File: src/rtl/tpwc_pkg.sv
// Package for the pulse-width capture timer channel: register map, fields, reset values.
// Assumes a single peripheral clock and a plain one-cycle register port.
package tpwc_pkg;
  localparam int TPWC_AW = 4;
  localparam logic [3:0] TPWC_A_CTL0 = 4'h0;
  localparam logic [3:0] TPWC_A_CTL1 = 4'h1;
  localparam logic [3:0] TPWC_A_OUTC = 4'h2;
  localparam logic [3:0] TPWC_A_CAPE = 4'h3;
  localparam logic [3:0] TPWC_A_EVTE = 4'h4;
  localparam logic [3:0] TPWC_A_OPT = 4'h5;
  localparam logic [3:0] TPWC_A_CNT = 4'h6;
  localparam logic [3:0] TPWC_A_CAP0 = 4'h7;
  localparam logic [3:0] TPWC_A_CAP1 = 4'h8;
  localparam logic [3:0] TPWC_A_SEL = 4'h9;
  localparam logic [3:0] TPWC_A_OVFCLR = 4'ha;
  localparam int TPWC_RUN_BIT = 7;
  localparam int TPWC_EEE_BIT = 5;
  localparam int TPWC_OVF_BIT = 0;
  localparam int TPWC_SEL0_BIT = 3;
  localparam int TPWC_SEL1_BIT = 4;
  localparam logic [2:0] TPWC_MODE_PWM = 3'h6;
  localparam logic [2:0] TPWC_MODE_IVL = 3'h0;
  localparam logic [2:0] TPWC_MODE_EXT = 3'h1;
  localparam logic [2:0] TPWC_MODE_FREE = 3'h5;
  localparam logic [7:0] TPWC_RST8 = 8'h00;
  localparam logic [7:0] TPWC_SEL_MASK = 8'h18;
  localparam logic [15:0] TPWC_CNT_ZERO = 16'h0000;
  localparam logic [15:0] TPWC_CNT_MAX = 16'hffff;
  localparam logic [15:0] TPWC_RST16 = 16'h0000;
  localparam logic [15:0] TPWC_ONE16 = 16'h0001;
  localparam logic [1:0] TPWC_EDGE_NONE = 2'h0;
  localparam logic [1:0] TPWC_EDGE_RISE = 2'h1;
  localparam logic [1:0] TPWC_EDGE_FALL = 2'h2;
  localparam logic [1:0] TPWC_EDGE_BOTH = 2'h3;
  localparam int TPWC_PRE_W = 8;
endpackage : tpwc_pkg

File: src/rtl/tpwc_edge_if.sv
// Interface carrying capture strobes from the input stage to the timer core.
// Assumes both ends run on the same clock.
`timescale 1ns/1ps
interface tpwc_edge_if;
  logic [1:0] edge_sel0;
  logic [1:0] edge_sel1;
  logic [1:0] strobe;
  modport src (input edge_sel0, input edge_sel1, output strobe);
  modport dst (output edge_sel0, output edge_sel1, input strobe);
endinterface : tpwc_edge_if

File: src/rtl/tpwc_edge.sv
// Capture input stage: two-flop synchronisers and valid edge detection.
// Assumes asynchronous pin inputs and sys_clk as the only clock.
`timescale 1ns/1ps
module tpwc_edge
(
  input wire logic sys_clk,
  input wire logic resetn,
  input wire logic [1:0] pin_in,
  tpwc_edge_if.src eif
);
  import tpwc_pkg::*;
  logic [1:0] meta_q;
  logic [1:0] sync_q;
  logic [1:0] last_q;
  logic [1:0] strobe_q;
  logic [1:0] sel [2];
  assign sel[0] = eif.edge_sel0;
  assign sel[1] = eif.edge_sel1;
  assign eif.strobe = strobe_q;

  always_ff @(posedge sys_clk or negedge resetn)
  begin
    if (!resetn)
    begin
      meta_q <= 2'h0;
      sync_q <= 2'h0;
      last_q <= 2'h0;
    end
    else
    begin
      meta_q <= pin_in;
      sync_q <= meta_q;
      last_q <= sync_q;
    end
  end

  genvar i;
  generate
    for (i = 0; i < 2; i++)
    begin : g_ch
      logic rise;
      logic fall;
      assign rise = sync_q[i] & ~last_q[i];
      assign fall = ~sync_q[i] & last_q[i];
      always_ff @(posedge sys_clk or negedge resetn)
      begin
        if (!resetn)
          strobe_q[i] <= 1'b0;
        else
          case (sel[i])
            TPWC_EDGE_RISE: strobe_q[i] <= rise;
            TPWC_EDGE_FALL: strobe_q[i] <= fall;
            TPWC_EDGE_BOTH: strobe_q[i] <= rise | fall;
            default: strobe_q[i] <= 1'b0;
          endcase
      end
      strobe_single_a: assert property (@(posedge sys_clk) disable iff (!resetn)
        strobe_q[i] |=> !strobe_q[i]) else $error("capture strobe longer than one cycle");
    end
  endgenerate
endmodule : tpwc_edge

File: src/rtl/tpwc_top.sv
// Top of the pulse-width capture timer channel with register port and pin outputs.
// Assumes register strobes and pins as described; capture pins and receive pins are asynchronous.
//
// The address map and the address-and-strobe port were chosen for this implementation.
`timescale 1ns/1ps
// Operation
// - Mode field 110 selects pulse-width measurement.
// - Counter runs only while run enable is 1.
// - Counts internal prescaled clock, external event deselected.
// - Valid edge captures count, clears counter, interrupts.
// - Overflow past FFFFH: interrupt, flag, wrap, continue.
// - Flag cleared by bit clear or byte write.
// - Set beats clear in same cycle.
// - Counter readback returns count without disturbance.
// - Idle level 0: low idle, high running.
// - Idle level 1: high idle, low running.
// - Output pins act per mode, none here.
// - Output control ignored in pulse-width mode.
// - Channel one capture source pin or receive.
// - Selector bits 3 and 4 route receive pins.
module tpwc_top
#(
  parameter int PRE_W = tpwc_pkg::TPWC_PRE_W
)
(
  input wire logic sys_clk,
  input wire logic resetn,
  input wire logic [tpwc_pkg::TPWC_AW-1:0] reg_addr,
  input wire logic [15:0] reg_wdata,
  input wire logic reg_wr,
  input wire logic reg_rd,
  output logic [15:0] reg_rdata,
  input wire logic [1:0] capture_input_pin,
  input wire logic serial_receive_pin_0,
  input wire logic serial_receive_pin_1,
  output logic [1:0] timer_output_pin,
  output logic [1:0] capture_match_interrupt,
  output logic counter_overflow_interrupt
);
  import tpwc_pkg::*;

  logic [7:0] ctl0_q;
  logic [7:0] ctl1_q;
  logic [7:0] outc_q;
  logic [7:0] cape_q;
  logic [7:0] evte_q;
  logic [7:0] opt_q;
  logic [7:0] sel_q;
  logic [15:0] cnt_q;
  logic [15:0] cap_q [2];
  logic ovf_q;
  logic [PRE_W-1:0] pre_q;
  logic [15:0] rdata_q;
  logic [1:0] ccint_q;
  logic ovint_q;
  logic [1:0] tout_q;
  logic [1:0] tgl_q;
  logic run;
  logic pwm_mode;
  logic tick;
  logic [1:0] cap_src;
  logic [1:0] cap_stb;
  logic ovf_evt;
  logic ovf_clr;
  logic [2:0] mode;
  logic [2:0] cks;
  tpwc_edge_if eif ();

  assign run = ctl0_q[TPWC_RUN_BIT];
  assign cks = ctl0_q[2:0];
  assign mode = ctl1_q[2:0];
  assign pwm_mode = (mode == TPWC_MODE_PWM);
  // Selection routes receive lines ahead of the synchronisers, so a switch may cause one spurious edge.
  assign cap_src[0] = sel_q[TPWC_SEL0_BIT] ? serial_receive_pin_0 : capture_input_pin[0];
  assign cap_src[1] = sel_q[TPWC_SEL1_BIT] ? serial_receive_pin_1 : capture_input_pin[1];
  assign eif.edge_sel0 = cape_q[1:0];
  assign eif.edge_sel1 = cape_q[3:2];
  assign cap_stb = (pwm_mode && run) ? eif.strobe : 2'h0;

  tpwc_edge u_edge
  (
    .sys_clk(sys_clk),
    .resetn(resetn),
    .pin_in(cap_src),
    .eif(eif)
  );

  // Prescaler tap: count clock is sys_clk divided by two to the power of the select field.
  always_comb
  begin
    tick = 1'b0;
    if (cks == 3'h0)
      tick = 1'b1;
    else
      tick = (pre_q[cks-3'h1 +: 1] == 1'b1) && (pre_q & ((PRE_W'(1) << cks) - PRE_W'(1))) ==
             ((PRE_W'(1) << cks) - PRE_W'(1));
    tick = tick && !ctl1_q[TPWC_EEE_BIT];
  end

  always_ff @(posedge sys_clk or negedge resetn)
  begin
    if (!resetn)
      pre_q <= '0;
    else if (!run)
      pre_q <= '0;
    else
      pre_q <= pre_q + PRE_W'(1);
  end

  assign ovf_evt = pwm_mode && run && tick && (cnt_q == TPWC_CNT_MAX) && (cap_stb == 2'h0);
  assign ovf_clr = reg_wr && ((reg_addr == TPWC_A_OPT && !reg_wdata[TPWC_OVF_BIT]) ||
                   (reg_addr == TPWC_A_OVFCLR && reg_wdata[TPWC_OVF_BIT]));

  always_ff @(posedge sys_clk or negedge resetn)
  begin
    if (!resetn)
      cnt_q <= TPWC_CNT_ZERO;
    else if (!run)
      cnt_q <= TPWC_CNT_ZERO;
    else if (pwm_mode && cap_stb != 2'h0)
      cnt_q <= TPWC_CNT_ZERO;
    else if (tick)
      cnt_q <= cnt_q + TPWC_ONE16;
  end

  genvar m;
  generate
    for (m = 0; m < 2; m++)
    begin : g_cap
      always_ff @(posedge sys_clk or negedge resetn)
      begin
        if (!resetn)
          cap_q[m] <= TPWC_RST16;
        else if (cap_stb[m])
          cap_q[m] <= cnt_q;
        else if (reg_wr && reg_addr == (m == 0 ? TPWC_A_CAP0 : TPWC_A_CAP1))
          cap_q[m] <= reg_wdata;
      end
      always_ff @(posedge sys_clk or negedge resetn)
      begin
        if (!resetn)
          ccint_q[m] <= 1'b0;
        else
          ccint_q[m] <= cap_stb[m];
      end
    end
  endgenerate

  always_ff @(posedge sys_clk or negedge resetn)
  begin
    if (!resetn)
      ovf_q <= 1'b0;
    else if (ovf_evt)
      ovf_q <= 1'b1;
    else if (ovf_clr)
      ovf_q <= 1'b0;
  end

  always_ff @(posedge sys_clk or negedge resetn)
  begin
    if (!resetn)
      ovint_q <= 1'b0;
    else
      ovint_q <= ovf_evt;
  end

  always_ff @(posedge sys_clk or negedge resetn)
  begin
    if (!resetn)
    begin
      ctl0_q <= TPWC_RST8;
      ctl1_q <= TPWC_RST8;
      outc_q <= TPWC_RST8;
      cape_q <= TPWC_RST8;
      evte_q <= TPWC_RST8;
      opt_q <= TPWC_RST8;
      sel_q <= TPWC_RST8;
    end
    else if (reg_wr)
      case (reg_addr)
        TPWC_A_CTL0: ctl0_q <= reg_wdata[7:0];
        TPWC_A_CTL1: ctl1_q <= reg_wdata[7:0];
        TPWC_A_OUTC: outc_q <= reg_wdata[7:0];
        TPWC_A_CAPE: cape_q <= reg_wdata[7:0];
        TPWC_A_EVTE: evte_q <= reg_wdata[7:0];
        TPWC_A_OPT: opt_q <= {reg_wdata[7:1], 1'b0};
        TPWC_A_SEL: sel_q <= reg_wdata[7:0] & TPWC_SEL_MASK;
        default: ;
      endcase
  end

  // Square-wave toggles on wrap in interval and external-event modes only; pulse-width and free-running modes never toggle.
  always_ff @(posedge sys_clk or negedge resetn)
  begin
    if (!resetn)
      tgl_q <= 2'h0;
    else if (!run)
      tgl_q <= 2'h0;
    else if (tick && cnt_q == TPWC_CNT_MAX && (mode == TPWC_MODE_IVL || mode == TPWC_MODE_EXT))
      tgl_q <= ~tgl_q;
  end

  generate
    for (m = 0; m < 2; m++)
    begin : g_out
      logic lvl;
      logic oen;
      assign lvl = outc_q[2*m+1];
      assign oen = outc_q[2*m];
      always_ff @(posedge sys_clk or negedge resetn)
      begin
        if (!resetn)
          tout_q[m] <= 1'b0;
        else if (pwm_mode)
          tout_q[m] <= 1'b0;
        else if (!oen || !run)
          tout_q[m] <= lvl;
        else
          tout_q[m] <= ~lvl ^ tgl_q[m];
      end
    end
  endgenerate

  always_ff @(posedge sys_clk or negedge resetn)
  begin
    if (!resetn)
      rdata_q <= TPWC_RST16;
    else if (reg_rd)
      case (reg_addr)
        TPWC_A_CTL0: rdata_q <= {8'h00, ctl0_q};
        TPWC_A_CTL1: rdata_q <= {8'h00, ctl1_q};
        TPWC_A_OUTC: rdata_q <= {8'h00, outc_q};
        TPWC_A_CAPE: rdata_q <= {8'h00, cape_q};
        TPWC_A_EVTE: rdata_q <= {8'h00, evte_q};
        TPWC_A_OPT: rdata_q <= {8'h00, opt_q[7:1], ovf_q};
        TPWC_A_CNT: rdata_q <= cnt_q;
        TPWC_A_CAP0: rdata_q <= cap_q[0];
        TPWC_A_CAP1: rdata_q <= cap_q[1];
        TPWC_A_SEL: rdata_q <= {8'h00, sel_q};
        default: rdata_q <= TPWC_RST16;
      endcase
    else
      rdata_q <= TPWC_RST16;
  end

  assign reg_rdata = rdata_q;
  assign capture_match_interrupt = ccint_q;
  assign counter_overflow_interrupt = ovint_q;
  assign timer_output_pin = tout_q;

  stop_holds_a: assert property (@(posedge sys_clk) disable iff (!resetn)
    !run |=> cnt_q == TPWC_CNT_ZERO) else $error("counter moved while stopped");
  capture_value_a: assert property (@(posedge sys_clk) disable iff (!resetn)
    cap_stb[0] |=> cap_q[0] == $past(cnt_q) && cnt_q == TPWC_CNT_ZERO && ccint_q[0])
    else $error("capture did not store and clear");
  overflow_wrap_a: assert property (@(posedge sys_clk) disable iff (!resetn)
    ovf_evt |=> ovf_q && ovint_q && cnt_q == TPWC_CNT_ZERO) else $error("overflow not handled");
  set_wins_a: assert property (@(posedge sys_clk) disable iff (!resetn)
    ovf_evt && ovf_clr |=> ovf_q) else $error("clear beat overflow set");
  flag_clear_a: assert property (@(posedge sys_clk) disable iff (!resetn)
    ovf_clr && !ovf_evt |=> !ovf_q) else $error("overflow flag not cleared");
  readback_cnt_a: assert property (@(posedge sys_clk) disable iff (!resetn)
    reg_rd && reg_addr == TPWC_A_CNT |=> reg_rdata == $past(cnt_q)) else $error("bad count readback");
  pwm_quiet_a: assert property (@(posedge sys_clk) disable iff (!resetn)
    pwm_mode ##1 pwm_mode |-> timer_output_pin == 2'h0) else $error("output active in capture mode");
  idle_level_a: assert property (@(posedge sys_clk) disable iff (!resetn)
    !pwm_mode && !outc_q[0] ##1 $stable(outc_q) |-> timer_output_pin[0] == outc_q[1])
    else $error("idle level wrong");
endmodule : tpwc_top

File: config.mk
export PLATFORM = sky130hd
export DESIGN_NAME = tpwc_top
export DESIGN_NICKNAME = d
export VERILOG_FILES = /design/src/rtl/tpwc_pkg.sv /design/src/rtl/tpwc_edge_if.sv /design/src/rtl/tpwc_edge.sv /design/src/rtl/tpwc_top.sv
export SDC_FILE = /design/constraint.sdc
export NUM_CORES = 1
export LEC_CHECK = 0
export BUFFER_PORTS_ARGS = -buffer_cell sky130_fd_sc_hd__buf_2
export CAP_MARGIN = 15
export CORE_MARGIN = 1.5
export CORE_UTILIZATION = 30
export CTS_BUF_LIST = sky130_fd_sc_hd__clkbuf_8 sky130_fd_sc_hd__clkbuf_16
export CTS_CLUSTER_SIZE = 16
export DETAILED_ROUTE_END_ITERATION = 10
export GPL_ROUTABILITY_DRIVEN = 0
export SYNTH_ARGS = -nofsm -noshare
export SYNTH_HDL_FRONTEND = slang
export SYNTH_SLANG_ARGS = --single-unit
File: constraint.sdc
create_clock -name sys_clk -period 3 [get_ports sys_clk]
set_clock_uncertainty 0.2 [all_clocks]
set_input_delay 0.45 -clock sys_clk [delete_from_list [all_inputs] [get_ports sys_clk]]
set_output_delay 0.45 -clock sys_clk [all_outputs]
set_load 0.05 [all_outputs]
# ---- Word level (Yosys, flattened, before mapping)
# Index checks and enable logic that the tools add are counted.
dict set report op_classes {
  add_sub_neg 4
  shifts 2
  bitwise 16
  eq_ne 22
  n_mux 24
  n_reduce_logical 38
}
# op count
set ops {}
lappend ops {{one-hot mux 16 bit (10 select lines)} 1}
lappend ops {{two-way mux 16 bit} 8}
lappend ops {{adder 16 x 1 -> 16 bit, second input constant} 1}
lappend ops {{== test 16 bit, second input constant} 1}
lappend ops {{== test 4 x 3 -> 1 bit, second input constant} 4}
lappend ops {{logical AND 1 bit} 14}
lappend ops {{AND reduction 2 bit} 7}
lappend ops {{== test 4 bit, second input constant} 3}
lappend ops {{two-way mux 1 bit} 9}
lappend ops {{adder 8 x 1 -> 8 bit, second input constant} 1}
lappend ops {{bitwise AND 8 bit} 1}
lappend ops {{== test 2 bit, second input constant} 4}
lappend ops {{== test 4 x 2 -> 1 bit, second input constant} 2}
lappend ops {{== test 8 bit} 1}
lappend ops {{two-way mux 8 bit} 1}
lappend ops {{nonzero test 2 bit} 4}
lappend ops {{indexed part select 8 x 4 -> 1 bit} 1}
lappend ops {{left shift 1 x 3 -> 8 bit, first input constant} 1}
lappend ops {{subtractor 8 x 1 -> 8 bit, second input constant} 1}
lappend ops {{logical NOT 3 bit} 2}
lappend ops {{two-way mux 2 bit} 3}
lappend ops {{NOT 1 bit} 6}
lappend ops {{one-hot mux 1 bit (3 select lines)} 2}
lappend ops {{logical NOT 1 bit} 5}
lappend ops {{other kinds (14)} 23}
dict set report word_totals {
  ff_bits 137
  output_inout_bits 21
  input_bits 28
}

# ---- Depth between registers and ports, before layout
# Gate-level depths: netlist of run 1.
dict set report logic_depth {
  ltp_word 11
  depth_mapped 13
  depth_no_buf 10
}

# ---- Cells and area by module
# Synthesis of run 1 repeated with hierarchy kept, for this count alone.
dict set report unflattened {
  hier_cells 643
  area_unflattened_um2 6806.5
}
# mod n_inst cells_each area_per_inst_um2
set modules_own_cells {}
lappend modules_own_cells {tpwc_top 1 617 6488.7}
lappend modules_own_cells {tpwc_edge 1 26 317.8}

# ---- Least setup slack after synthesis of run 1
# Ideal clock, no wire load.
dict set report synth_timing {
  path_kind {register to register}
  from {reg ctl0_q[0]}
  to {reg cnt_q[10]}
  arrival_time_ps 2763
  path_slack_ps -41
  path_stages_with_launch 13
  setup_time_ps 78
  required_ps 2722
  period_less_slack_ps 3041
  cell_sequence {dfrtp_1 > inv_1 > ha_1 > buf_6 > nand2b_4 > ha_1 > nor3b_1 > xor2_1 > a2111oi_2 > a21oi_2 > buf_6 > or4_1 > a21oi_1}
}
dict set report synth_via {
  elab_chain_cells 8
}
# item line
set synth_lines {}
lappend synth_lines {{start, declared} tpwc_top.sv:42} ;# logic [7:0] ctl0_q;
lappend synth_lines {{start signal, assigned} tpwc_top.sv:181} ;# TPWC_A_CTL0: ctl0_q <= reg_wdata[7:0];
lappend synth_lines {{left shift 1 x 3 -> 8 bit} {tpwc_top.sv:95, tpwc_top.sv:96}}
lappend synth_lines {{subtractor 8 x 1 -> 8 bit} {tpwc_top.sv:95, tpwc_top.sv:96}}
lappend synth_lines {{bitwise AND 8 bit} tpwc_top.sv:95} ;# tick = (pre_q[cks-3'h1 +: 1] == 1'b1) && (pre_q & ((PRE_W'(1) << cks) - PRE_W'(1))) ==
lappend synth_lines {{== test 8 bit} tpwc_top.sv:95}
lappend synth_lines {{logical AND 1 bit} tpwc_top.sv:95}
lappend synth_lines {{two-way mux 1 bit *} tpwc_top.sv:92} ;# if (cks == 3'h0)
lappend synth_lines {{logical AND 1 bit *} tpwc_top.sv:97} ;# tick = tick && !ctl1_q[TPWC_EEE_BIT];
lappend synth_lines {{!= test 3 x 1 -> 1 bit (no line) *} -}
lappend synth_lines {{end signal, assigned} tpwc_top.sv:123} ;# cnt_q <= cnt_q + TPWC_ONE16;
lappend synth_lines {{end, declared} tpwc_top.sv:49} ;# logic [15:0] cnt_q;
# Every way passes the cells marked *; elsewhere a longest branch is shown, timed or not.
# A chain may end at the register's enable or synchronous reset.

# ---- Worst setup path after layout of run 1
dict set report layout_timing {
  from {reg ctl0_q[0]}
  to {reg ovf_q}
}
dict set report layout_via {
  elab_chain_cells 11
}
# item line
set layout_lines {}
lappend layout_lines {{left shift 1 x 3 -> 8 bit} {tpwc_top.sv:95, tpwc_top.sv:96}}
lappend layout_lines {{subtractor 8 x 1 -> 8 bit} {tpwc_top.sv:95, tpwc_top.sv:96}}
lappend layout_lines {{bitwise AND 8 bit} tpwc_top.sv:95}
lappend layout_lines {{== test 8 bit} tpwc_top.sv:95}
lappend layout_lines {{logical AND 1 bit} tpwc_top.sv:95}
lappend layout_lines {{two-way mux 1 bit *} tpwc_top.sv:92}
lappend layout_lines {{logical AND 1 bit *} tpwc_top.sv:97}
lappend layout_lines {{logical AND 1 bit * (3 in a row)} tpwc_top.sv:110} ;# assign ovf_evt = pwm_mode && run && tick && (cnt_q == TPWC_CNT_MAX) && (cap_stb == 2'h0);
lappend layout_lines {{net ovf_evt} tpwc_top.sv:63} ;# logic ovf_evt;
lappend layout_lines {{two-way mux 1 bit or nonzero test 2 bit (tied branches)} -}
lappend layout_lines {{end signal, assigned} tpwc_top.sv:152} ;# ovf_q <= 1'b0;
lappend layout_lines {{end signal, assigned} tpwc_top.sv:154} ;# ovf_q <= 1'b1;
lappend layout_lines {{end signal, assigned} tpwc_top.sv:156} ;# ovf_q <= 1'b0;
lappend layout_lines {{end, declared} tpwc_top.sv:51} ;# logic ovf_q;
# Mark *: on every way through the listed nets, which the timed path passes. The rest lies on a longest branch.

==> results.cfg, run 1 <==
[timing]
drv_slew = 0
finalHoldViolCount = 0
slew_headroom_pct = 28.43
finalSetupViolCount = 0
setup_tns_ns = 0
worstMarginPinSlew_ns = 1.070
fmax_ghz = 0.3484
period_minus_slack_ns = 2.870
min_period_over_period_pct = 95.68

[worst_setup_path]
path_delay_family = simple AND/OR/NAND/NOR gates
slowest_stage = or4_1
cp.required_ns = 3.11
critPathBufInv = 3
crit_fanout = 36
cp.arrival_ns = 2.98
max_stage_delay_ns = 0.65
cp-end-kind = flip-flop
path_class = reg -> reg
start_kind = flip-flop
crit_top_cell = buf_4
path_cells = buf_4 > ha_1 > or4_1 > a31oi_4 > a2111oi_4 > a21oi_2 > buf_12 > nor4_1 > buf_4 > nand2b_1

[floorplan]
die_h_um = 152.8
core_sq_um = 21890
die-area_sq_um = 23330
die_width_um = 152.8
pin_count = 49
rows = 54
start_util_pct = 30.73

[finish]
nets = 732
nFillCells = 2164
drive_gt1_share_pct = 26.81
final_cells = 985
syn2layout_area_growth_pct = 21.98
multi_input_area_sq_um = 3159
final_util_pct = 37.49
n_antenna_cell = 0
seq_area_sq_um = 3428

[yosys]
synth_fp_nets = 667
syn_inst = 627
ys.flop_type = dfrtp_1
ys_ff_latch = 137
syn_area_per_cell_sq_um = 10.73
synth.distinct_cells = 47
synthArstFlopShare_pct = 100.0
synth.area.top_cells = dfrtp_1 51%, mux2_2 8.5%, mux2i_1 6.2%, o21ai_0 3.5%, nand2_1 3.4%
synth-edff-count = 0
ys_seq_area_share_pct = 50.96
ys_warn_count = 0
netlist.area_leader.share_pct = 50.96
synth.largest_area_cell = dfrtp_1
syn_area_sq_um = 6728

[min_path]
min_path_type = in -> reg

[drt]
final_antenna_net_count = 0
drt_iter0_markers = 452
drt-total-wl_um = 17590
via_per_inst = 5.331
dr.pass1.iters = 7
wl_per_cell_um = 17.86
drc_errors = 0
vias = 5251

[placed_design]
dp_hpwl_um = 11880
portBuffers = 48
dp.cells = 952

[global_route]
grt_pass1_vias = 5140
track_usage_pct = 15.55
grt_antenna_before_repair = 0
grt_pass1_wl_um = 28550
overflow = 0
grt_max_degree = 64

[clock_tree]
cts.sinks = 137
cts_max_path_buffers = 2
cts-root-buf = clkbuf_16
clkTransAtPathRegs_ns = 0.06
cts_tree = yes
cts_inserted_buffers = 17
h-tree-depth = 4
insertion_delay_ns = 0.43

[run]
drv_cap = 0

[power_and_ir_drop]
powerDensity_nw_per_um2 = 725.8
p_leak_nw = 3.693
total_power_mw = 5.957
ir_drop_uv = 367.4

[outcome]
status = complete, no violations
[cell type report]
cell class | count | share of cell area, %
clock buffer | 19 | 5.519
clock inverter | 13 | 2.439
inverter | 17 | 0.7776
multi-input combinational | 434 | 38.50
sequential | 137 | 41.77
tap | 280 | 4.269
timing repair buffer | 85 | 6.724
[timing repair]
| item | in CTS | in global routing |
|---|---|---|
| pin swaps | 2 | 2 |
| setup buffers | 0 | 0 |
| hold buffers | 1 | 0 |
| cloned | 0 | 0 |
| endpoints found under the setup margin | 10 | 12 |
| resized for setup | 4 | 14 |
| hold endpoints to repair | 60 | 0 |
[state kept, by name (all words and copies together), names as in the netlist, 7 cells and up]
register and cells:
reg_rdata 16, outc_q 8, evte_q 8, cap_q 32, pre_q 8, ctl0_q 8
opt_q 7, cnt_q 16, cape_q 8, ctl1_q 8
[per-layer routing]
metal  track usage, %  wire (um)
met5                0          0
met4            4.670        227
met3            3.413        974
met2            24.32       8277
met1            21.51       8111
[per-stage QoR]
step	hold slack, ns	setup WS [ns]	cell area, sq um
after detailed placement	0.1411	-0.03661	7458
after floorplan	-0.04559	0.0007505	6733
final	0.05554	0.1297	8207
after global routing	0.04375	-0.01013	8207
after global placement	0.1348	0.03477	7458
after CTS	0.04345	0.04434	8149
[where the power goes]
group          internal [mW]  switching (mW)  total [mW]
Combinational          0.527           0.630        1.16
Sequential              2.23           0.252        2.48
Clock                   1.51           0.805        2.32
[synth_stat cells, types with 2 or more instances]
master / instances
a221oi_1: 3
a31oi_1: 8
nand4_1: 3
nand2_1: 61
buf_1: 5
a22o_1: 3
nand2b_1: 8
o31ai_1: 11
nor3_1: 8
mux2_2: 51
clkbuf_1: 28
a22oi_1: 8
o22ai_1: 3
buf_6: 2
a222oi_1: 12
a21oi_1: 22
xnor2_1: 4
mux4_2: 2
o21ai_0: 47
o211ai_1: 4
or2_2: 4
a2111oi_2: 2
xor2_1: 7
and3_1: 10
or3_1: 7
a32oi_1: 3
a211o_1: 2
nor4_1: 2
ha_1: 12
nor2b_1: 7
nand3_1: 17
or4_1: 14
inv_1: 17
nor3b_1: 2
mux2i_1: 42
buf_2: 4
nor2_1: 35
a211oi_1: 2
dfrtp_1: 137
[kinds of logic (layout without fill, tap and decap cells)]
logic type,count (synthesis),after routing,share of synthesized area [%]
compound gates,135,135,13.26
xor+xnor,11,11,1.432
fa+ha+maj,12,12,2.232
buf+inv,56,134,3.422
flops,137,137,50.96
mux,95,95,15.45
simple gates,181,181,13.24
[final timing paths]
kind	end	slack, ns	from	depth (start not counted)
setup / recovery	ovf_q$_DFFE_PN0P_	0.13	ctl0_q[0]$_DFFE_PN0P_	10
hold / removal	u_edge.meta_q[0]$_DFF_PN0_	0.06	serial_receive_pin_0	2
setup reg to reg	ovf_q$_DFFE_PN0P_	0.13	ctl0_q[0]$_DFFE_PN0P_	10
hold reg to reg	u_edge.sync_q[1]$_DFF_PN0_	0.15	u_edge.meta_q[1]$_DFF_PN0_	0
max in group asynchronous	opt_q[6]$_DFFE_PN0P_	1.48	resetn	3
min in group asynchronous	cap_q[14]$_DFFE_PN0P_	0.39	resetn	2
[cells in the final DEF, fill, tap and decap left out, types with 5 or more instances in the layout]
cell type / count
a21oi_1: 20
a222oi_1: 12
a22oi_1: 8
a31oi_1: 7
and3_1: 10
buf_2: 47
buf_4: 34
bufinv_16: 5
clkbuf_16: 17
dfrtp_1: 137
ha_1: 9
inv_1: 16
mux2_2: 51
mux2i_1: 42
nand2_1: 61
nand2b_1: 8
nand3_1: 17
nor2_1: 35
nor2b_1: 7
nor3_1: 8
o21ai_0: 46
o31ai_1: 10
or3_1: 7
or4_1: 13
xor2_1: 7
Note: power is estimated with default switching activity, not from simulation.
==> run 2: changes to the inputs <==
SYNTH_HIERARCHICAL = 1   (was not set)
==> results.cfg, run 2 <==
[power_and_ir_drop]
p_leak_nw = 3.629
clockPowerShare_pct = 33.2
power_frac_seq_pct = 44.4
power.internal_mw = 3.892
p_comb_share_pct = 22.4
powerDensity_nw_per_um2 = 677.1
p_switching_mw = 1.682
ir_drop_uv = 299.7
total_power_mw = 5.573
switching_share_pct = 30.18

[timing]
setup_tns_ns = 0
finalSetupViolCount = 0
worstMarginPinSlew_ns = 0.6029
fmax_ghz = 0.3441
min_period_over_period_pct = 96.87
slew_headroom_pct = 59.80
finalHoldViolCount = 0
drv_slew = 0
period_minus_slack_ns = 2.906

[worst_setup_path]
slowest_stage = or4b_4
cp-end-kind = flip-flop
timing.rr.end = cnt_q[15]$_DFFE_PN0P_
path_class = reg -> reg
path_cells = buf_4 > ha_4 > nand2b_4 > ha_4 > or4b_4 > a21oi_2 > a31oi_2 > a41oi_4 > buf_12 > buf_4 > or3_1 > a21oi_1
cp.arrival_ns = 2.98
r2r_cells = 12
cp.required_ns = 3.07
crit_fanout = 7
start_kind = flip-flop
max_stage_delay_ns = 0.47
r2r-start = ctl0_q[0]$_DFFE_PN0P_
regToRegSetupSlack_ns = 0.09
critPathBufInv = 3
path_delay_family = compound AO/OA/AOI/OAI gates

[global_route]
grt_antenna_before_repair = 0
overflow = 0
grt_pass1_vias = 5130
track_usage_pct = 15.70
grt_max_degree = 62
grt_pass1_wl_um = 28780

[drt]
drc_errors = 0
via_per_inst = 5.169
final_antenna_net_count = 0
drt_iter0_markers = 347
vias = 5210
drt-total-wl_um = 17750
dr.pass1.iters = 5
wl_per_cell_um = 17.61

[finish]
largest_reg_flops = 32
nets = 756
drive_gt1_share_pct = 26.92
largest-register = cap_q
n_antenna_cell = 0
syn2layout_area_growth_pct = 20.94
final_cells = 1008
final_area_sq_um = 8232
nFillCells = 2161
mostFrequentLayoutCells = 137 x dfrtp_1, 71 x nand2_1, 55 x mux2_2, 47 x buf_2, 44 x o21ai_0
final_common_cell = dfrtp_1

[clock_tree]
cts_max_path_buffers = 2
cts_inserted_buffers = 17
cts.sinks = 137
clkTransAtPathRegs_ns = 0.06
cts-root-buf = clkbuf_16
cts_tree = yes
h-tree-depth = 4
insertion_delay_ns = 0.42

[placed_design]
portBuffers = 48
dp_hpwl_um = 12110
dp.cells = 968
place_area_sq_um = 7511

[yosys]
ys_ff_latch = 137
synth.area.top_cells = dfrtp_1 50%, mux2_2 9.1%, mux2i_1 5.6%, nand2_1 3.9%, o21ai_0 3.2%
synth-edff-count = 0
ys.flop_type = dfrtp_1
syn_inst = 643
synth.distinct_cells = 55
yosysMostFrequentCell = dfrtp_1
synth_fp_nets = 683
syn_area_per_cell_sq_um = 10.59
ys_seq_area_share_pct = 50.37
syn_area_sq_um = 6807
synthArstFlopShare_pct = 100.0
synth.top_cells.by_count = 137 x dfrtp_1, 71 x nand2_1, 55 x mux2_2, 44 x o21ai_0, 38 x mux2i_1
ys_warn_count = 6
synth.largest_area_cell = dfrtp_1
netlist.area_leader.share_pct = 50.37

[floorplan]
pin_count = 49
rows = 54
die_width_um = 153.6
core_sq_um = 22030
start_util_pct = 30.90
die_h_um = 153.6
die-area_sq_um = 23600

[min_path]
holdPathStages = 2
min_path_type = in -> reg
whs_endpoint = u_edge/meta_q[1]$_DFF_PN0_
min_from = capture_input_pin[1]

[outcome]
status = complete, no violations

[run]
drv_cap = 0
-- run 2: worst max-delay path by stage --
stage / startpoint / to / slack, ns / cells after the start
floorplan: ctl0_q[0]$_DFFE_PN0P_ / cnt_q[1]$_DFFE_PN0P_ / 0.11 / 12
global placement: ctl0_q[0]$_DFFE_PN0P_ / cnt_q[11]$_DFFE_PN0P_ / 0.08 / 11
detailed placement: ctl0_q[0]$_DFFE_PN0P_ / cnt_q[14]$_DFFE_PN0P_ / -0.02 / 11
CTS: ctl0_q[0]$_DFFE_PN0P_ / cnt_q[14]$_DFFE_PN0P_ / 0.006 / 11
global route: ctl0_q[0]$_DFFE_PN0P_ / cnt_q[15]$_DFFE_PN0P_ / -0.04 / 12
finish: ctl0_q[0]$_DFFE_PN0P_ / cnt_q[15]$_DFFE_PN0P_ / 0.09 / 12
-- run 2: per-layer routing --
metal / track usage (%) / wire length [um] / vias up
li1: - / - / 2468
met1: 21.28 / 8138 / 2581
met2: 25.10 / 8489 / 142
met3: 3.495 / 894 / 19
met4: 4.716 / 227 / 0
met5: 0 / 0 / -
-- run 2: area by class of cell --
class,instances,area [sq um],area share (%)
Multi-Input combinational cell,458,3258,39.58
Inverter,13,48.80,0.5928
Sequential cell,137,3428,41.65
Clock buffer,18,439.2,5.335
Clock inverter,13,82.58,1.003
Tap cell,280,350.3,4.256
Timing Repair Buffer,89,624.3,7.585
-- run 2: logic make-up (layout without fill, tap and decap cells) --
family / count (synthesis) / after routing / synth area share, %
AO/OA/AOI/OAI: 141 / 141 / 12.85
XOR/XNOR: 11 / 11 / 1.415
adder cells (fa/ha/maj): 12 / 12 / 2.206
multiplexers: 96 / 96 / 15.68
flip-flops: 137 / 137 / 50.37
buffers and inverters: 48 / 133 / 3.033
AND/OR/NAND/NOR: 198 / 198 / 14.45
-- run 2: power by group through the flow --
| stage | registers, mW | clock network, mW | logic, mW |
|---|---|---|---|
| finish | 2.47 | 1.85 | 1.25 |
| global route | 2.53 | 1.98 | 1.38 |
| CTS | 2.48 | 1.90 | 1.11 |
| detailed placement | 2.51 | 0 | 1.11 |
| global placement | 2.50 | 0 | 1.08 |
| floorplan | 2.50 | 0 | 0.745 |
-- run 2: timing repair --
action / in CTS / in global routing
setup buffers: 0 / 4
hold endpoints to repair: 48 / 0
endpoints found under the setup margin: 1 / 4
resized for setup: 2 / 16
hold buffers: 1 / 0
gates cloned: 0 / 4
pin swaps: 2 / 7
-- run 2: stage by stage --
step	util [%]	hold WS, ns	worst slack (ns)
after global routing	37.37	0.06043	-0.03700
after floorplan	-	-0.04559	0.1117
after detailed placement	34.10	0.1347	-0.02225
after CTS	36.54	0.05873	0.006320
final	37.37	0.06603	0.09401
after global placement	34.10	0.1330	0.08052
==> run 3: changes to the inputs <==
CELL_PAD_IN_SITES_DETAIL_PLACEMENT = 0   (was not set)
CELL_PAD_IN_SITES_GLOBAL_PLACEMENT = 1   (was not set)
PLACE_DENSITY_LB_ADDON = 0.1   (was not set)
==> results.cfg, run 3 (synthesis gave the netlist of run 2 again) <==
[finish]
n_antenna_cell = 0
final_common_cell = dfrtp_1
largest-register = cap_q
nFillCells = 2168
drive_gt1_share_pct = 26.20
nets = 756
final_cells = 1009
largest_reg_flops = 32
syn2layout_area_growth_pct = 21.45
mostFrequentLayoutCells = 137 x dfrtp_1, 71 x nand2_1, 55 x mux2_2, 47 x buf_2, 43 x o21ai_0

[floorplan]
die_h_um = 153.6
rows = 54
die-area_sq_um = 23600
core_sq_um = 22030
die_width_um = 153.6
start_util_pct = 30.90
pin_count = 49

[power_and_ir_drop]
clockPowerShare_pct = 36.4
power.internal_mw = 4.128
p_leak_nw = 3.665
powerDensity_nw_per_um2 = 712.2
power_frac_seq_pct = 42.2
p_switching_mw = 1.759
p_comb_share_pct = 21.4
ir_drop_uv = 268.1
switching_share_pct = 29.88

[global_route]
track_usage_pct = 18.08
grt_pass1_vias = 5442
grt_pass1_wl_um = 32220
overflow = 0
grt_antenna_before_repair = 1
grt_max_degree = 68

[drt]
vias = 5274
dr.pass1.iters = 7
wl_per_cell_um = 20.52
drc_errors = 0
final_antenna_net_count = 0
drt_iter0_markers = 324
drt-total-wl_um = 20700
via_per_inst = 5.227

[worst_setup_path]
r2r_cells = 12
regToRegSetupSlack_ns = 0.11
cp.required_ns = 3.08
start_kind = flip-flop
timing.rr.end = cnt_q[1]$_DFFE_PN0P_
cp.arrival_ns = 2.97
r2r-start = ctl0_q[0]$_DFFE_PN0P_
cp-end-kind = flip-flop
crit_fanout = 9
path_class = reg -> reg

[clock_tree]
insertion_delay_ns = 0.42
cts_tree = yes
h-tree-depth = 4
cts.sinks = 137
cts-root-buf = clkbuf_16
clkTransAtPathRegs_ns = 0.06
cts_max_path_buffers = 2
cts_inserted_buffers = 17

[timing]
hold_ws_ns = 0.05610
min_period_over_period_pct = 96.34
finalSetupViolCount = 0
rsz0062_at_grt = false
fmax_ghz = 0.3460
period_minus_slack_ns = 2.890
finalHoldViolCount = 0
worstMarginPinSlew_ns = 0.6874
drv_slew = 0
slew_headroom_pct = 54.17
layout_setup_ws_ns = 0.1097

[min_path]
min_path_type = in -> reg
whs_endpoint = u_edge/meta_q[0]$_DFF_PN0_
holdPathStages = 2
min_from = capture_input_pin[0]

[placed_design]
place_ws_ns = -0.004596
dp_hpwl_um = 14090
portBuffers = 48
dp.cells = 969

[run]
drv_cap = 0

[outcome]
status = complete, no violations
[run 3: changes by cell type in the layout (fill, tap and decap cells not counted), sizes merged]
| cell | previous run | this run |
|---|---|---|
| bufinv | 0 | 3 |
| inv | 12 | 15 |
| clkinv | 10 | 5 |
| buf | 86 | 87 |
| clkbuf | 20 | 19 |
[run 3: final cells by class]
type                    instances  area (sq um)  area share (%)
well taps                     280         350.3           4.238
flip-flops and latches        137          3428           41.47
clock buffers                  18         439.2           5.313
clock inverters                14         156.4           1.892
repair buffers                 89         619.3           7.492
multi-input cells             458          3224           39.00
inverters                      13         48.80          0.5903
[run 3: what timing repair did]
item / in CTS / in global routing
hold buffers: 1 / 0
endpoints found under the setup margin: 3 / 19
hold endpoints to repair: 64 / 0
gates resized for setup: 1 / 13
setup buffers: 0 / 5
pin swaps: 0 / 6
cloned: 0 / 2
[run 3: per-stage QoR]
stage                       TNS, ns  power, mW  cell area (sq um)  util, %
after detailed placement  -0.004596      3.650               7518    34.13
after floorplan                   0      3.241               6807        -
after global placement            0      3.604               7518    34.13
after CTS                         0      5.827               8129    36.91
final                             0      5.888               8267    37.53
after global routing              0      6.211               8267    37.53
[run 3: how the worst max path moves through the flow]
stage	startpoint	to	slack, ns	cells past startpoint
after CTS	ctl0_q[0]$_DFFE_PN0P_	cnt_q[7]$_DFFE_PN0P_	0.04	11
after global routing	ctl0_q[0]$_DFFE_PN0P_	cnt_q[1]$_DFFE_PN0P_	0.002	12
after global placement	ctl0_q[0]$_DFFE_PN0P_	cnt_q[14]$_DFFE_PN0P_	0.09	11
after floorplan	ctl0_q[0]$_DFFE_PN0P_	cnt_q[1]$_DFFE_PN0P_	0.11	12
after detailed placement	ctl0_q[0]$_DFFE_PN0P_	cnt_q[7]$_DFFE_PN0P_	-0.005	11
final	ctl0_q[0]$_DFFE_PN0P_	cnt_q[1]$_DFFE_PN0P_	0.11	12
[run 3: critical path, stage by stage (launching register included)]
cell and delay (ns):
dfrtp_1 0.40, buf_4 0.15, ha_1 0.20, nand2b_1 0.11, ha_4 0.16, or4b_4 0.49
a21oi_4 0.16, a31oi_2 0.06, a41oi_4 0.26, buf_12 0.15, clkbuf_16 0.15, mux2i_1 0.18
nor2_1 0.05
[run 3: per-layer routing]
| layer | GRT usage [%] | wire (um) | up-vias |
|---|---|---|---|
| met5 | 0 | 0 | - |
| met4 | 5.594 | 284 | 0 |
| met2 | 28.66 | 9725 | 88 |
| met1 | 25.03 | 10110 | 2699 |
| li1 | - | - | 2470 |
| met3 | 3.354 | 580 | 17 |
[run 3: power groups by stage]
stage	registers (mW)	clock network [mW]	logic, mW
floorplan	2.50	0	0.745
detailed placement	2.52	0	1.13
global route	2.54	2.28	1.39
CTS	2.49	2.20	1.14
finish	2.49	2.14	1.26
global placement	2.51	0	1.10
